## config.mk

```make
export PLATFORM = sky130hd
export DESIGN_NAME = pmx_expansion
export DESIGN_NICKNAME = d
export VERILOG_FILES = /design/src/rtl/pmx_pkg.sv /design/src/rtl/pmx_sync.sv /design/src/rtl/pmx_port.sv /design/src/rtl/pmx_expansion.sv
export VERILOG_INCLUDE_DIRS = /design/src /design/src/rtl
export SDC_FILE = /design/constraint.sdc
export NUM_CORES = 1
export LEC_CHECK = 0
export BUFFER_PORTS_ARGS = -buffer_cell sky130_fd_sc_hd__buf_2
export CAP_MARGIN = 10
export CORE_MARGIN = 4
export CORE_UTILIZATION = 50
export DETAILED_ROUTE_END_ITERATION = 7
export GPL_ROUTABILITY_DRIVEN = 0
export GPL_TIMING_DRIVEN = 0
export PLACE_DENSITY = 0.84
export SLEW_MARGIN = 20
export SYNTH_ARGS = -nofsm -noshare
export SYNTH_HDL_FRONTEND = slang
export SYNTH_SLANG_ARGS = --single-unit
export TNS_END_PERCENT = 30
```

## constraint.sdc

```tcl
create_clock -name SYS_CLK -period 4.3 [get_ports SYS_CLK]
set_clock_uncertainty 0.05 [all_clocks]
set_input_delay 0.86 -clock SYS_CLK [delete_from_list [all_inputs] [get_ports SYS_CLK]]
set_output_delay 0.86 -clock SYS_CLK [all_outputs]
set_load 0.01 [all_outputs]
```

## src/rtl/pmx_map.svh

```systemverilog
// Constants for the port and memory expansion block
// Summary of operation
// - Port one per-bit direction, inputs on reset
// - Port two per-bit direction, inputs on reset
// - Control port per-bit, alternate roles, reset port-input
// - Control port alternate line mapping fixed
// - Serial clock out if internal, else input
// - Bus port direction set per whole byte
// - Bus port multiplexes low address and data
// - High port per-bit, drives address in 4K, 16K and 60K modes
// - Pulse latch enable to capture low address
// - Read strobe low while externals drive data
// - Write strobe low while write data valid
// - Expansion select pins sampled as mode inputs
// - Select pins output fetch marker, I/O flag
// - 64K space, internal ROM low, RAM top
// - External range at most 60K bytes
// - Reset low initialises all port state
// - Mode sets how many high bits are address
`ifndef PMX_MAP_SVH
`define PMX_MAP_SVH
`define PMX_ROM_TOP 16'h0fff
`define PMX_RAM_BASE 16'hff00
`define PMX_RESET_DIR 8'h00
`define PMX_RESET_OUT 8'h00
`define PMX_ALE_CYC 2'h1
`define PMX_STB_CYC 2'h2
`define PMX_SYNC_FILL 2'h2
`define PMX_ALT_TXD 0
`define PMX_ALT_RXD 1
`define PMX_ALT_SCK 2
`define PMX_ALT_TI 3
`define PMX_ALT_TO 4
`define PMX_ALT_CI 5
`define PMX_ALT_CO0 6
`define PMX_ALT_CO1 7
`endif

```

## src/rtl/pmx_pkg.sv

```systemverilog
// Types for the port and memory expansion block
package pmx_pkg;
  // Expansion modes picked by the enable input and the two select pins
  typedef enum logic [2:0] {
    PMX_EXP_NONE, PMX_EXP_256, PMX_EXP_4K, PMX_EXP_16K, PMX_EXP_60K
  } pmx_mode_t;
  // Bus cycle phases
  typedef enum logic [1:0] {
    PMX_IDLE, PMX_ADDR, PMX_STROBE, PMX_HOLD
  } pmx_phase_t;
  // One request from the core side
  typedef struct packed {
    logic valid;
    logic write;
    logic fetch;
    logic io;
    logic [15:0] addr;
    logic [7:0] wdata;
  } pmx_req_t;
  // One three-state pin group
  typedef struct packed {
    logic [7:0] out;
    logic [7:0] oe;
  } pmx_pins_t;
endpackage : pmx_pkg

```

## src/rtl/pmx_sync.sv

```systemverilog
// Two flip-flop synchroniser for a byte of pin inputs
`timescale 1ns/1ps
module pmx_sync #(
  parameter int WIDTH = 8
) (
  input wire logic SYS_CLK,
  input wire logic RST_N,
  input wire logic [WIDTH-1:0] d,
  output logic [WIDTH-1:0] q
);
  // First stage is read by the second stage only
  logic [WIDTH-1:0] meta;
  // Both stages clear to zero under reset
  always_ff @(posedge SYS_CLK or negedge RST_N) begin
    if (!RST_N) begin
      meta <= '0;
      q <= '0;
    end else begin
      meta <= d;
      q <= meta;
    end
  end
endmodule : pmx_sync

```

## src/rtl/pmx_port.sv

```systemverilog
// One general port with per-bit direction and a role override
`timescale 1ns/1ps
`include "pmx_map.svh"
module pmx_port (
  input wire logic SYS_CLK,
  input wire logic RST_N,
  input wire logic [7:0] dir_out,
  input wire logic [7:0] out_val,
  input wire logic [7:0] role_mask,
  input wire logic [7:0] role_out,
  input wire logic [7:0] role_oe,
  output pmx_pkg::pmx_pins_t pins
);
  // Registered pin drive; reset makes every line an input
  always_ff @(posedge SYS_CLK or negedge RST_N) begin
    if (!RST_N) begin
      pins.out <= `PMX_RESET_OUT;
      pins.oe <= `PMX_RESET_DIR;
    end else begin
      // Overridden bits follow their role, not the direction bit
      pins.out <= (role_mask & role_out) | (~role_mask & out_val);
      pins.oe <= (role_mask & role_oe) | (~role_mask & dir_out);
    end
  end
endmodule : pmx_port

```

## src/rtl/pmx_expansion.sv

```systemverilog
// Port and memory expansion interface top
`timescale 1ns/1ps
`include "pmx_map.svh"
module pmx_expansion (
  input wire logic SYS_CLK,
  input wire logic RST_N,
  // Core port settings
  input wire logic [7:0] GEN_ONE_DIR,
  input wire logic [7:0] GEN_ONE_OUT,
  input wire logic [7:0] GEN_TWO_DIR,
  input wire logic [7:0] GEN_TWO_OUT,
  input wire logic [7:0] CTL_DIR,
  input wire logic [7:0] CTL_OUT,
  input wire logic [7:0] CTL_ALT_SEL,
  input wire logic BUS_DIR_OUT,
  input wire logic [7:0] BUS_OUT,
  input wire logic [7:0] HIGH_DIR,
  input wire logic [7:0] HIGH_OUT,
  input wire logic EXP_ENABLE,
  // Alternate function sources from serial and timers
  input wire logic SER_TXD,
  input wire logic SER_CLK_INT,
  input wire logic SER_CLK_OUT,
  input wire logic TMR_SQUARE,
  input wire logic CNT_WAVE_ZERO,
  input wire logic CNT_WAVE_ONE,
  // Core bus request
  input pmx_pkg::pmx_req_t REQ,
  output logic REQ_READY,
  output logic RD_VALID,
  output logic [7:0] RD_DATA,
  output logic REQ_INTERNAL,
  output logic [2:0] EXP_MODE,
  // Pins, each as in, out and enable; strobes and latch enable are out only
  input wire logic [7:0] GENERAL_PORT_ONE_LINES_I,
  output logic [7:0] GENERAL_PORT_ONE_LINES_O,
  output logic [7:0] GENERAL_PORT_ONE_LINES_OE,
  input wire logic [7:0] GENERAL_PORT_TWO_LINES_I,
  output logic [7:0] GENERAL_PORT_TWO_LINES_O,
  output logic [7:0] GENERAL_PORT_TWO_LINES_OE,
  input wire logic [7:0] CONTROL_PORT_LINES_I,
  output logic [7:0] CONTROL_PORT_LINES_O,
  output logic [7:0] CONTROL_PORT_LINES_OE,
  input wire logic [7:0] BUS_PORT_LINES_I,
  output logic [7:0] BUS_PORT_LINES_O,
  output logic [7:0] BUS_PORT_LINES_OE,
  input wire logic [7:0] HIGH_ADDRESS_PORT_LINES_I,
  output logic [7:0] HIGH_ADDRESS_PORT_LINES_O,
  output logic [7:0] HIGH_ADDRESS_PORT_LINES_OE,
  input wire logic EXPANSION_SELECT_ONE_I,
  output logic EXPANSION_SELECT_ONE_O,
  output logic EXPANSION_SELECT_ONE_OE,
  input wire logic EXPANSION_SELECT_ZERO_I,
  output logic EXPANSION_SELECT_ZERO_O,
  output logic EXPANSION_SELECT_ZERO_OE,
  output logic READ_STROBE_N,
  output logic WRITE_STROBE_N,
  output logic ADDR_LATCH_EN,
  // Synchronised pin levels for the core
  output logic [7:0] GEN_ONE_IN,
  output logic [7:0] GEN_TWO_IN,
  output logic [7:0] CTL_IN,
  output logic [7:0] BUS_IN,
  output logic [7:0] HIGH_IN,
  output logic SER_RXD,
  output logic SER_CLK_EXT,
  output logic TIMER_CLOCK_PIN,
  output logic EDGE_REQUEST_TWO,
  output logic EVENT_COUNT_INPUT
);
  // Sequencer and strap state of the block
  typedef struct packed {
    pmx_pkg::pmx_phase_t phase;
    logic [1:0] cnt;
    logic write;
    logic [15:0] addr;
    logic [7:0] wdata;
    logic ale;
    logic rd_n;
    logic wr_n;
    logic fetch;
    logic io;
    logic rd_valid;
    logic [7:0] rd_data;
    logic strap_taken;
    logic [1:0] strap_wait;
    logic [1:0] sel;
  } pmx_state_t;

  pmx_state_t st;
  pmx_state_t next_st;
  logic [7:0] sel_sync;
  logic [7:0] sel_raw;
  logic [7:0] bus_in_s;
  logic [7:0] ctl_in_s;
  pmx_pkg::pmx_mode_t mode;
  logic [7:0] addr_mask;
  logic [7:0] ctl_role_oe;
  logic [7:0] ctl_role_out;
  logic bus_active;
  logic is_internal;
  pmx_pkg::pmx_pins_t p_one;
  pmx_pkg::pmx_pins_t p_two;
  pmx_pkg::pmx_pins_t p_ctl;
  pmx_pkg::pmx_pins_t p_high;

  // Select pins go through the synchroniser like any pin
  assign sel_raw = {6'h00, EXPANSION_SELECT_ONE_I, EXPANSION_SELECT_ZERO_I};

  // Synchronisers for every input pin group
  pmx_sync #(.WIDTH(8)) u_sync_one (.SYS_CLK(SYS_CLK), .RST_N(RST_N),
    .d(GENERAL_PORT_ONE_LINES_I), .q(GEN_ONE_IN));
  pmx_sync #(.WIDTH(8)) u_sync_two (.SYS_CLK(SYS_CLK), .RST_N(RST_N),
    .d(GENERAL_PORT_TWO_LINES_I), .q(GEN_TWO_IN));
  pmx_sync #(.WIDTH(8)) u_sync_ctl (.SYS_CLK(SYS_CLK), .RST_N(RST_N),
    .d(CONTROL_PORT_LINES_I), .q(ctl_in_s));
  pmx_sync #(.WIDTH(8)) u_sync_bus (.SYS_CLK(SYS_CLK), .RST_N(RST_N),
    .d(BUS_PORT_LINES_I), .q(bus_in_s));
  pmx_sync #(.WIDTH(8)) u_sync_high (.SYS_CLK(SYS_CLK), .RST_N(RST_N),
    .d(HIGH_ADDRESS_PORT_LINES_I), .q(HIGH_IN));
  pmx_sync #(.WIDTH(8)) u_sync_sel (.SYS_CLK(SYS_CLK), .RST_N(RST_N),
    .d(sel_raw), .q(sel_sync));

  // Decode a select pair into an expansion mode
  function automatic pmx_pkg::pmx_mode_t sel_to_mode(input logic en,
                                                     input logic [1:0] s);
    if (!en)
      return pmx_pkg::PMX_EXP_NONE;
    case (s)
      2'h0: return pmx_pkg::PMX_EXP_4K;
      2'h1: return pmx_pkg::PMX_EXP_16K;
      2'h2: return pmx_pkg::PMX_EXP_256;
      default: return pmx_pkg::PMX_EXP_60K;
    endcase
  endfunction : sel_to_mode

  // High port bits that carry address in each mode
  function automatic logic [7:0] mode_mask(input pmx_pkg::pmx_mode_t m);
    case (m)
      pmx_pkg::PMX_EXP_4K: return 8'h0f;
      pmx_pkg::PMX_EXP_16K: return 8'h3f;
      pmx_pkg::PMX_EXP_60K: return 8'hff;
      default: return 8'h00;
    endcase
  endfunction : mode_mask

  assign mode = sel_to_mode(EXP_ENABLE, st.sel);
  assign addr_mask = mode_mask(mode);
  assign bus_active = (mode != pmx_pkg::PMX_EXP_NONE);
  // Internal ROM at the bottom, RAM at the top; the rest is external
  assign is_internal = (REQ.addr <= `PMX_ROM_TOP) ||
                       (REQ.addr >= `PMX_RAM_BASE);

  // Control port alternate drive: serial clock only when internal
  always_comb begin
    ctl_role_oe = 8'h00;
    ctl_role_out = 8'h00;
    ctl_role_oe[`PMX_ALT_TXD] = 1'b1;
    ctl_role_out[`PMX_ALT_TXD] = SER_TXD;
    ctl_role_oe[`PMX_ALT_SCK] = SER_CLK_INT;
    ctl_role_out[`PMX_ALT_SCK] = SER_CLK_OUT;
    ctl_role_oe[`PMX_ALT_TO] = 1'b1;
    ctl_role_out[`PMX_ALT_TO] = TMR_SQUARE;
    ctl_role_oe[`PMX_ALT_CO0] = 1'b1;
    ctl_role_out[`PMX_ALT_CO0] = CNT_WAVE_ZERO;
    ctl_role_oe[`PMX_ALT_CO1] = 1'b1;
    ctl_role_out[`PMX_ALT_CO1] = CNT_WAVE_ONE;
  end

  // General ports have no alternate role
  pmx_port u_one (.SYS_CLK(SYS_CLK), .RST_N(RST_N), .dir_out(GEN_ONE_DIR),
    .out_val(GEN_ONE_OUT), .role_mask(8'h00), .role_out(8'h00),
    .role_oe(8'h00), .pins(p_one));
  pmx_port u_two (.SYS_CLK(SYS_CLK), .RST_N(RST_N), .dir_out(GEN_TWO_DIR),
    .out_val(GEN_TWO_OUT), .role_mask(8'h00), .role_out(8'h00),
    .role_oe(8'h00), .pins(p_two));
  pmx_port u_ctl (.SYS_CLK(SYS_CLK), .RST_N(RST_N), .dir_out(CTL_DIR),
    .out_val(CTL_OUT), .role_mask(CTL_ALT_SEL), .role_out(ctl_role_out),
    .role_oe(ctl_role_oe), .pins(p_ctl));
  // High port address bits are forced outputs; the next address is used
  // so the pin flop loads with the cycle and stands with the latch pulse
  pmx_port u_high (.SYS_CLK(SYS_CLK), .RST_N(RST_N), .dir_out(HIGH_DIR),
    .out_val(HIGH_OUT), .role_mask(addr_mask), .role_out(next_st.addr[15:8]),
    .role_oe(8'hff), .pins(p_high));

  assign GENERAL_PORT_ONE_LINES_O = p_one.out;
  assign GENERAL_PORT_ONE_LINES_OE = p_one.oe;
  assign GENERAL_PORT_TWO_LINES_O = p_two.out;
  assign GENERAL_PORT_TWO_LINES_OE = p_two.oe;
  assign CONTROL_PORT_LINES_O = p_ctl.out;
  assign CONTROL_PORT_LINES_OE = p_ctl.oe;
  assign HIGH_ADDRESS_PORT_LINES_O = p_high.out;
  assign HIGH_ADDRESS_PORT_LINES_OE = p_high.oe;

  // Alternate inputs come from the synchronised control port
  assign CTL_IN = ctl_in_s;
  assign SER_RXD = ctl_in_s[`PMX_ALT_RXD];
  assign SER_CLK_EXT = ctl_in_s[`PMX_ALT_SCK];
  assign TIMER_CLOCK_PIN = ctl_in_s[`PMX_ALT_TI];
  assign EDGE_REQUEST_TWO = ctl_in_s[`PMX_ALT_TI];
  assign EVENT_COUNT_INPUT = ctl_in_s[`PMX_ALT_CI];
  assign BUS_IN = bus_in_s;

  // Bus cycle sequencer
  always_comb begin
    next_st = st;
    next_st.rd_valid = 1'b0;
    // Strap taken once the cleared synchroniser has refilled after reset
    if (!st.strap_taken) begin
      if (st.strap_wait == `PMX_SYNC_FILL) begin
        next_st.sel = sel_sync[1:0];
        next_st.strap_taken = 1'b1;
      end else begin
        next_st.strap_wait = st.strap_wait + 2'h1;
      end
    end
    case (st.phase)
      pmx_pkg::PMX_IDLE: begin
        if (REQ.valid && bus_active && st.strap_taken && !is_internal) begin
          next_st.phase = pmx_pkg::PMX_ADDR;
          next_st.cnt = `PMX_ALE_CYC;
          next_st.write = REQ.write;
          next_st.addr = REQ.addr;
          next_st.wdata = REQ.wdata;
          next_st.fetch = REQ.fetch & ~REQ.write;
          next_st.io = REQ.io;
          next_st.ale = 1'b1;
        end
      end
      pmx_pkg::PMX_ADDR: begin
        next_st.cnt = st.cnt - 2'h1;
        if (st.cnt == 2'h1) begin
          next_st.ale = 1'b0;
          next_st.phase = pmx_pkg::PMX_STROBE;
          next_st.cnt = `PMX_STB_CYC;
          next_st.rd_n = st.write;
          next_st.wr_n = ~st.write;
        end
      end
      pmx_pkg::PMX_STROBE: begin
        next_st.cnt = st.cnt - 2'h1;
        if (st.cnt == 2'h1) begin
          // Strobes rise; read data is taken one cycle later
          next_st.rd_n = 1'b1;
          next_st.wr_n = 1'b1;
          next_st.phase = pmx_pkg::PMX_HOLD;
        end
      end
      pmx_pkg::PMX_HOLD: begin
        // One turnaround cycle so data holds past the strobe edge
        next_st.phase = pmx_pkg::PMX_IDLE;
        // Synchroniser output now shows the bus as sampled mid-strobe
        next_st.rd_valid = ~st.write;
        next_st.rd_data = bus_in_s;
        next_st.fetch = 1'b0;
        next_st.io = 1'b0;
      end
      default: next_st.phase = pmx_pkg::PMX_IDLE;
    endcase
  end

  // State register
  always_ff @(posedge SYS_CLK or negedge RST_N) begin
    if (!RST_N) begin
      st <= '0;
      st.phase <= pmx_pkg::PMX_IDLE;
      st.rd_n <= 1'b1;
      st.wr_n <= 1'b1;
    end else begin
      st <= next_st;
    end
  end

  // Registered bus port and status pin drive
  always_ff @(posedge SYS_CLK or negedge RST_N) begin
    if (!RST_N) begin
      BUS_PORT_LINES_O <= `PMX_RESET_OUT;
      BUS_PORT_LINES_OE <= `PMX_RESET_DIR;
      EXPANSION_SELECT_ONE_O <= 1'b0;
      EXPANSION_SELECT_ONE_OE <= 1'b0;
      EXPANSION_SELECT_ZERO_O <= 1'b0;
      EXPANSION_SELECT_ZERO_OE <= 1'b0;
      REQ_READY <= 1'b0;
      REQ_INTERNAL <= 1'b0;
      EXP_MODE <= 3'h0;
    end else begin
      if (bus_active && next_st.phase == pmx_pkg::PMX_ADDR) begin
        BUS_PORT_LINES_O <= next_st.addr[7:0];
        BUS_PORT_LINES_OE <= 8'hff;
      end else if (bus_active && next_st.phase != pmx_pkg::PMX_IDLE) begin
        BUS_PORT_LINES_O <= st.wdata;
        BUS_PORT_LINES_OE <= {8{st.write}};
      end else if (bus_active) begin
        BUS_PORT_LINES_O <= 8'h00;
        BUS_PORT_LINES_OE <= 8'h00;
      end else begin
        BUS_PORT_LINES_O <= BUS_OUT;
        BUS_PORT_LINES_OE <= {8{BUS_DIR_OUT}};
      end
      // Status pins drive only once the strap has been taken
      EXPANSION_SELECT_ONE_O <= next_st.fetch;
      EXPANSION_SELECT_ONE_OE <= st.strap_taken & bus_active;
      EXPANSION_SELECT_ZERO_O <= next_st.io;
      EXPANSION_SELECT_ZERO_OE <= st.strap_taken & bus_active;
      REQ_READY <= (next_st.phase == pmx_pkg::PMX_IDLE) & next_st.strap_taken;
      REQ_INTERNAL <= REQ.valid & is_internal;
      EXP_MODE <= 3'(mode);
    end
  end

  assign READ_STROBE_N = st.rd_n;
  assign WRITE_STROBE_N = st.wr_n;
  assign ADDR_LATCH_EN = st.ale;
  assign RD_VALID = st.rd_valid;
  assign RD_DATA = st.rd_data;

  // Checks
  a_strobe_excl: assert property (@(posedge SYS_CLK) disable iff (!RST_N)
    !(!st.rd_n && !st.wr_n)) else $error("both strobes low");
  a_ale_first: assert property (@(posedge SYS_CLK) disable iff (!RST_N)
    $rose(st.ale) |=> !st.ale ##0 (!st.rd_n || !st.wr_n))
    else $error("strobe does not follow latch pulse");
  a_rd_release: assert property (@(posedge SYS_CLK) disable iff (!RST_N)
    !st.rd_n |-> BUS_PORT_LINES_OE == 8'h00)
    else $error("bus driven during read");
  a_wr_data: assert property (@(posedge SYS_CLK) disable iff (!RST_N)
    !st.wr_n |-> BUS_PORT_LINES_OE == 8'hff && BUS_PORT_LINES_O == st.wdata)
    else $error("write data not on bus");
  a_ale_addr: assert property (@(posedge SYS_CLK) disable iff (!RST_N)
    st.ale |-> BUS_PORT_LINES_O == st.addr[7:0] && BUS_PORT_LINES_OE == 8'hff)
    else $error("low address missing at latch");
  a_high_addr: assert property (@(posedge SYS_CLK) disable iff (!RST_N)
    ##1 st.ale |-> ((HIGH_ADDRESS_PORT_LINES_OE & $past(addr_mask))
      == $past(addr_mask))) else $error("high address not driven");
  a_strobe_len: assert property (@(posedge SYS_CLK) disable iff (!RST_N)
    $fell(st.rd_n) |-> !st.rd_n [*2] ##1 st.rd_n)
    else $error("read strobe length wrong");
  a_no_int_cycle: assert property (@(posedge SYS_CLK) disable iff (!RST_N)
    st.phase == pmx_pkg::PMX_IDLE && REQ.valid && is_internal
      |=> !st.ale) else $error("internal address went external");
  a_bus_byte: assert property (@(posedge SYS_CLK) disable iff (!RST_N)
    BUS_PORT_LINES_OE == 8'h00 || BUS_PORT_LINES_OE == 8'hff)
    else $error("bus port split direction");
  c_read: cover property (@(posedge SYS_CLK) $fell(st.rd_n));
  c_write: cover property (@(posedge SYS_CLK) $fell(st.wr_n));
  c_fetch: cover property (@(posedge SYS_CLK) EXPANSION_SELECT_ONE_O);
endmodule : pmx_expansion

```

After elaboration in Yosys (flattened, before gate mapping) --
Index checks and enable logic that the tools add are counted.
Operators by class: add/subtract/negate cells 2, $lt $le $gt $ge 2, equal/unequal tests 14, multiplexer cells 26, bitwise gates (word level) 21, reduce and logical (&&, ||, !) cells 23
Operators with widths (number):
- 8-bit bitwise AND | 7
- 8-bit two-way mux | 6
- 8-bit bitwise OR | 4
- 30-bit two-way mux | 1
- 24-bit two-way mux | 1
- 8-bit one-hot mux with 3 select lines | 1
- 16-bit greater-or-equal comparator (second input constant) | 1
- 16-bit by 12-bit less-or-equal comparator with 1-bit output (second input constant) | 1
- 8-bit NOT | 2
- 2-bit two-way mux | 5
- 2-bit AND reduction | 5
- 9-bit two-way mux | 1
- 3-bit one-hot mux with 3 select lines | 1
- 2-bit by 1-bit equality test with 1-bit output (second input constant) | 4
- 2-bit equality test (second input constant) | 4
- 2-bit one-hot mux with 2 select lines | 2
- 2-bit one-hot mux with 4 select lines | 1
- 2-bit nonzero test | 4
- 3-bit by 2-bit equality test with 1-bit output (second input constant) | 2
- 2-bit zero test | 3
- 3-bit two-way mux | 2
- 2-bit != test (second input constant) | 3
- 2-bit one-hot mux with 3 select lines | 1
- 3-bit AND reduction | 2
- other kinds (13) | 24
Word-level totals: register bits 218, output and inout bits 146, word-level logic and storage cells 129

Depth between registers and ports, before layout --
depth after elaboration 13, mapped depth 8

By module --
From an unflattened synthesis, not the netlist that was laid out.
Unflattened totals: cells, all modules 468, area, all modules 7942.6 um2
By module, submodules not included:
- pmx_expansion | times used 1, cells each 244, area each 3007.9 um2, sequential area each 1579.0 um2
- pmx_port | times used 4, cells each 32, area each 633.1 um2, sequential area each 400.4 um2
- pmx_sync | times used 6, cells each 16, area each 400.4 um2, sequential area each 400.4 um2

Least setup slack after synthesis --
OpenSTA, ideal clock, no wires.
path kind input to register, start input REQ[22] in the netlist's numbering, end register u_high.pins[10] in the netlist's numbering, library setup time 0.125 ns, arrival time 2.402 ns, required time 4.125 ns, path slack 1.723 ns, cell stages on the path 6, cells stage by stage or4_4 o211ai_4 or2_1 buf_4 mux2_2 mux2_2
RTL lines:
- start: declaration | RTL line pmx_expansion.sv:28 | input pmx_pkg::pmx_req_t REQ,
- end: declaration | RTL line pmx_port.sv:12 | output pmx_pkg::pmx_pins_t pins

Worst setup path after layout --
start register st[47] in the netlist's numbering, end register BUS_PORT_LINES_O[0]
On the way: cells in the longest elaborated chain, start to end 6
Ends and longest elaborated chain:
- start: declaration | RTL line pmx_expansion.sv:90 | pmx_state_t st;
- start signal: assignment | RTL line pmx_expansion.sv:270 | st <= next_st;
- 2-bit equality test, or another cell as far along | RTL line pmx_expansion.sv:217 | case (st.phase)
- 2-bit one-hot mux with 4 select lines | RTL line pmx_expansion.sv:217
- 2-bit nonzero test | RTL line pmx_expansion.sv:290 | end else if (bus_active && next_st.phase != pmx_pkg::PMX_IDLE) begin
- 1-bit logical AND | RTL line pmx_expansion.sv:290
- 8-bit two-way mux | RTL line pmx_expansion.sv:290
- 8-bit two-way mux * | RTL line pmx_expansion.sv:287 | if (bus_active && next_st.phase == pmx_pkg::PMX_ADDR) begin
- end signal: assignment | RTL line pmx_expansion.sv:277 | BUS_PORT_LINES_O <= `PMX_RESET_OUT;
- end signal: assignment | RTL line pmx_expansion.sv:288 | BUS_PORT_LINES_O <= next_st.addr[7:0];
- end signal: assignment | RTL line pmx_expansion.sv:291 | BUS_PORT_LINES_O <= st.wdata;
- end: declaration | RTL line pmx_expansion.sv:45 | output logic [7:0] BUS_PORT_LINES_O,
Every way passes the cells marked *; elsewhere a longest branch is shown, timed or not. The select of a mux whose other input is x is not followed. A chain may end at the register's enable or synchronous reset.

==> impl_metrics.tcl <==
set metrics [dict create \
    endpoint_kind "flip-flop" \
    p_total_mw 5.726 \
    power_density_nw_per_um2 600.0 \
    grt_antenna_before_repair 0 \
    p_clk_frac 0.360 \
    cts_tree "built" \
    initial_core_util 0.5166 \
    syn_to_final_growth_pct 37.86 \
    grt_overflow 0 \
    layout-drive-gt1-share 0.5441 \
    post-route-period-util 0.5494 \
    cap_viol_max_count 0 \
    pwr-share-seq 0.429 \
    drt_iter0_markers 288 \
    setup_viol 0 \
    core_um2 13400 \
    track_usage 0.2107 \
    fmaxAchievable_ghz 0.4233 \
    synth_edf_count 0 \
    grt_pass1_vias 5245 \
    yosysMostFrequentCell "dfrtp_1" \
    vdd_drop_max_uv 384.9 \
    drtPass1Iterations 4 \
    rows 42 \
    nets 937 \
    min_path_type "input port to async pin" \
    max_slew_margin 0.4886 \
    cts_resized 0 \
    worst_pin_slew_ps 757.1 \
    avgSynthCellArea_um2 15.88 \
    yosys-top-cells-area "dfrtp_1 (76%), mux2_2 (6.2%), buf_4 (2.4%)" \
    syn_nets 606 \
    min_period_ps 2362 \
    cp_slowest_stage_delay_ps 590 \
    vias 4668 \
    cellInternalPower_mw 4.209 \
    synthTopCellsByCount "dfrtp_1 (209), mux2_2 (38), buf_4 (22), inv_1 (22), nand2_1 (21)" \
    post-place-ws_ps 1472 \
    hpwl_um 12380 \
    crit_chain "inv_1 -> ha_1 -> clkbuf_1 -> nor3_1 -> a211oi_1 -> nand2_1 -> a2bb2oi_1" \
    synth_top_area_share 0.7555 \
    switching_share 0.2650 \
    avgViaCountPerCell 4.868 \
    path_clk_slew_ps 60 \
    async_flop_share 1.000 \
    synth_ff_type "dfrtp_1" \
    fp.dieH_um 125.7 \
    drcViolationCount 0 \
    crit_arrival_ps 2710 \
    grt_setup_unrepaired "no" \
    final_util 0.7122 \
    wl_per_cell_um 17.49 \
    synth_area_leader_cell "dfrtp_1" \
    synth-seq-cells 211 \
    clkLatencyLatePin_ps 480 \
    die_area_um2 15790 \
    crit_buf_inv 2 \
    routed_wl_um 16770 \
    path_delay_family "compound AO/OA/AOI/OAI gates" \
    synth.distinct_cells 45 \
    status "complete, no violations" \
    grt_first_pass_wirelength_um 26760 \
    syn_inst 436 \
    p_switching_mw 1.518 \
    syn-cell-area_um2 6923 \
    clockBufferDepth 3 \
    crit_type "flip-flop to flip-flop" \
    leakage_nw 4.888 \
    ant_nets 0 \
    startpoint_type "flip-flop" \
    holdWs_ps 210.9 \
    die_width_um 125.7 \
    timing.final.ws_setup_ps 1938 \
    slowest_stage "a211oi_1" \
    cp.required_ps 4650 \
    post_cts_buffers 0 \
    maxSlewViolCount 0 \
    yosysWarnings 0 \
    n_antenna_cell 0 \
    yosysSeqAreaShare 0.7631 \
    portBuffers 305 \
    grt_max_degree 96 \
    hold_violations 0 \
    worstPathMaxFanout 10 \
    cts_buffers 22 \
    cts.sinks 211 \
    comb_power_share 0.211 \
    cts_max_level 1 \
    cts_hold_buffers 0 \
    cts_root_buf "clkbuf_16" \
    ioPinCount 306 \
]
==> sequential cells by signal (all words and copies together), names as in the netlist, 2 cells and up <==
signal	flops
u_sync_high.q	8
u_sync_one.meta	8
st	34
u_sync_sel.q	2
u_one.pins	16
u_sync_ctl.q	8
u_sync_ctl.meta	8
EXP_MODE	3
RD_DATA	8
u_sync_bus.meta	8
u_sync_two.q	8
u_sync_sel.meta	2
u_sync_two.meta	8
u_ctl.pins	16
u_two.pins	16
u_sync_one.q	8
u_sync_bus.q	8
u_high.pins	16
BUS_PORT_LINES_O	8
u_sync_high.meta	8
==> routing by layer <==
metal,global-route usage,routed length (um),vias up
met5,0,0,-
met1,0.2281,5513,2319
met3,0.06224,1426,33
met4,0.06824,466,0
li1,-,-,2096
met2,0.3940,9365,220
==> cells in the final DEF, fill, tap and decap left out, types with 2 or more instances in the layout <==
master / count
and2_1: 3
bufinv_16: 5
o221ai_1: 4
dfstp_2: 2
inv_1: 22
a2bb2oi_1: 4
nand2b_1: 4
o21ai_0: 14
nand2_1: 21
buf_2: 304
nand3_1: 2
buf_16: 2
mux2_4: 4
clkinv_2: 6
a221o_1: 2
mux2_2: 38
nand4_1: 2
or2_2: 10
mux2i_1: 4
clkbuf_16: 23
a21oi_1: 11
nor2_1: 13
buf_4: 22
nor2b_1: 8
clkbuf_1: 6
dfrtp_1: 209
ha_1: 10
==> metrics by stage <==
| step | TNS, ps | area (um^2) | instances |
|---|---|---|---|
| final | 0 | 9544 | 959 |
| after global routing | 0 | 9544 | 959 |
| after CTS | 0 | 9544 | 959 |
| after detailed placement | 0 | 8735 | 919 |
| after global placement | -161980 | 8670 | 917 |
| after floorplan | 0 | 6923 | 436 |
==> cells by family (layout without fill, tap and decap cells) <==
| logic type | after synthesis | after routing | share of synthesized area |
|---|---|---|---|
| adder cells (fa/ha/maj) | 10 | 10 | 0.01807 |
| multiplexers | 46 | 46 | 0.07627 |
| AND/OR/NAND/NOR | 70 | 70 | 0.05296 |
| AO/OA/AOI/OAI | 47 | 47 | 0.04772 |
| flip-flops | 211 | 211 | 0.7631 |
| XOR/XNOR | 1 | 1 | 0.001265 |
| buffers and inverters | 51 | 398 | 0.04066 |
==> area by class of cell <==
cell class                      instances  area [um^2]
Buffer                                 28        195.2
Clock buffer                           26        596.8
Clock inverter                         14        212.7
Fill cell                             873         3856
Inverter                               23        86.33
Multi-Input combinational cell        174         1359
Sequential cell                       211         5283
Tap cell                              176        220.2
Timing Repair Buffer                  307         1592
==> worst paths after layout <==
check	from	end	slack, ps	depth (start not counted)
min	RST_N	u_sync_bus.q[7]	210	1
max in group asynchronous	RST_N	u_one.pins[5]	2880	3
min reg2reg	u_sync_ctl.meta[7]	u_sync_ctl.q[7]	300	0
max	st[47]	BUS_PORT_LINES_O[0]	1940	7
min in group SYS_CLK	u_sync_ctl.meta[7]	u_sync_ctl.q[7]	300	0
max reg2reg	st[47]	BUS_PORT_LINES_O[0]	1940	7
==> power by group through the flow <==
stage / sequential, mW / clock (mW) / combinational [mW]
floorplan: 2.52 / 0 / 0.695
global placement: 2.47 / 0 / 1.15
detailed placement: 2.49 / 0 / 1.21
CTS: 2.46 / 2.10 / 1.22
global route: 2.49 / 2.19 / 1.33
finish: 2.46 / 2.06 / 1.21
Power figures use the tool's default switching activity.
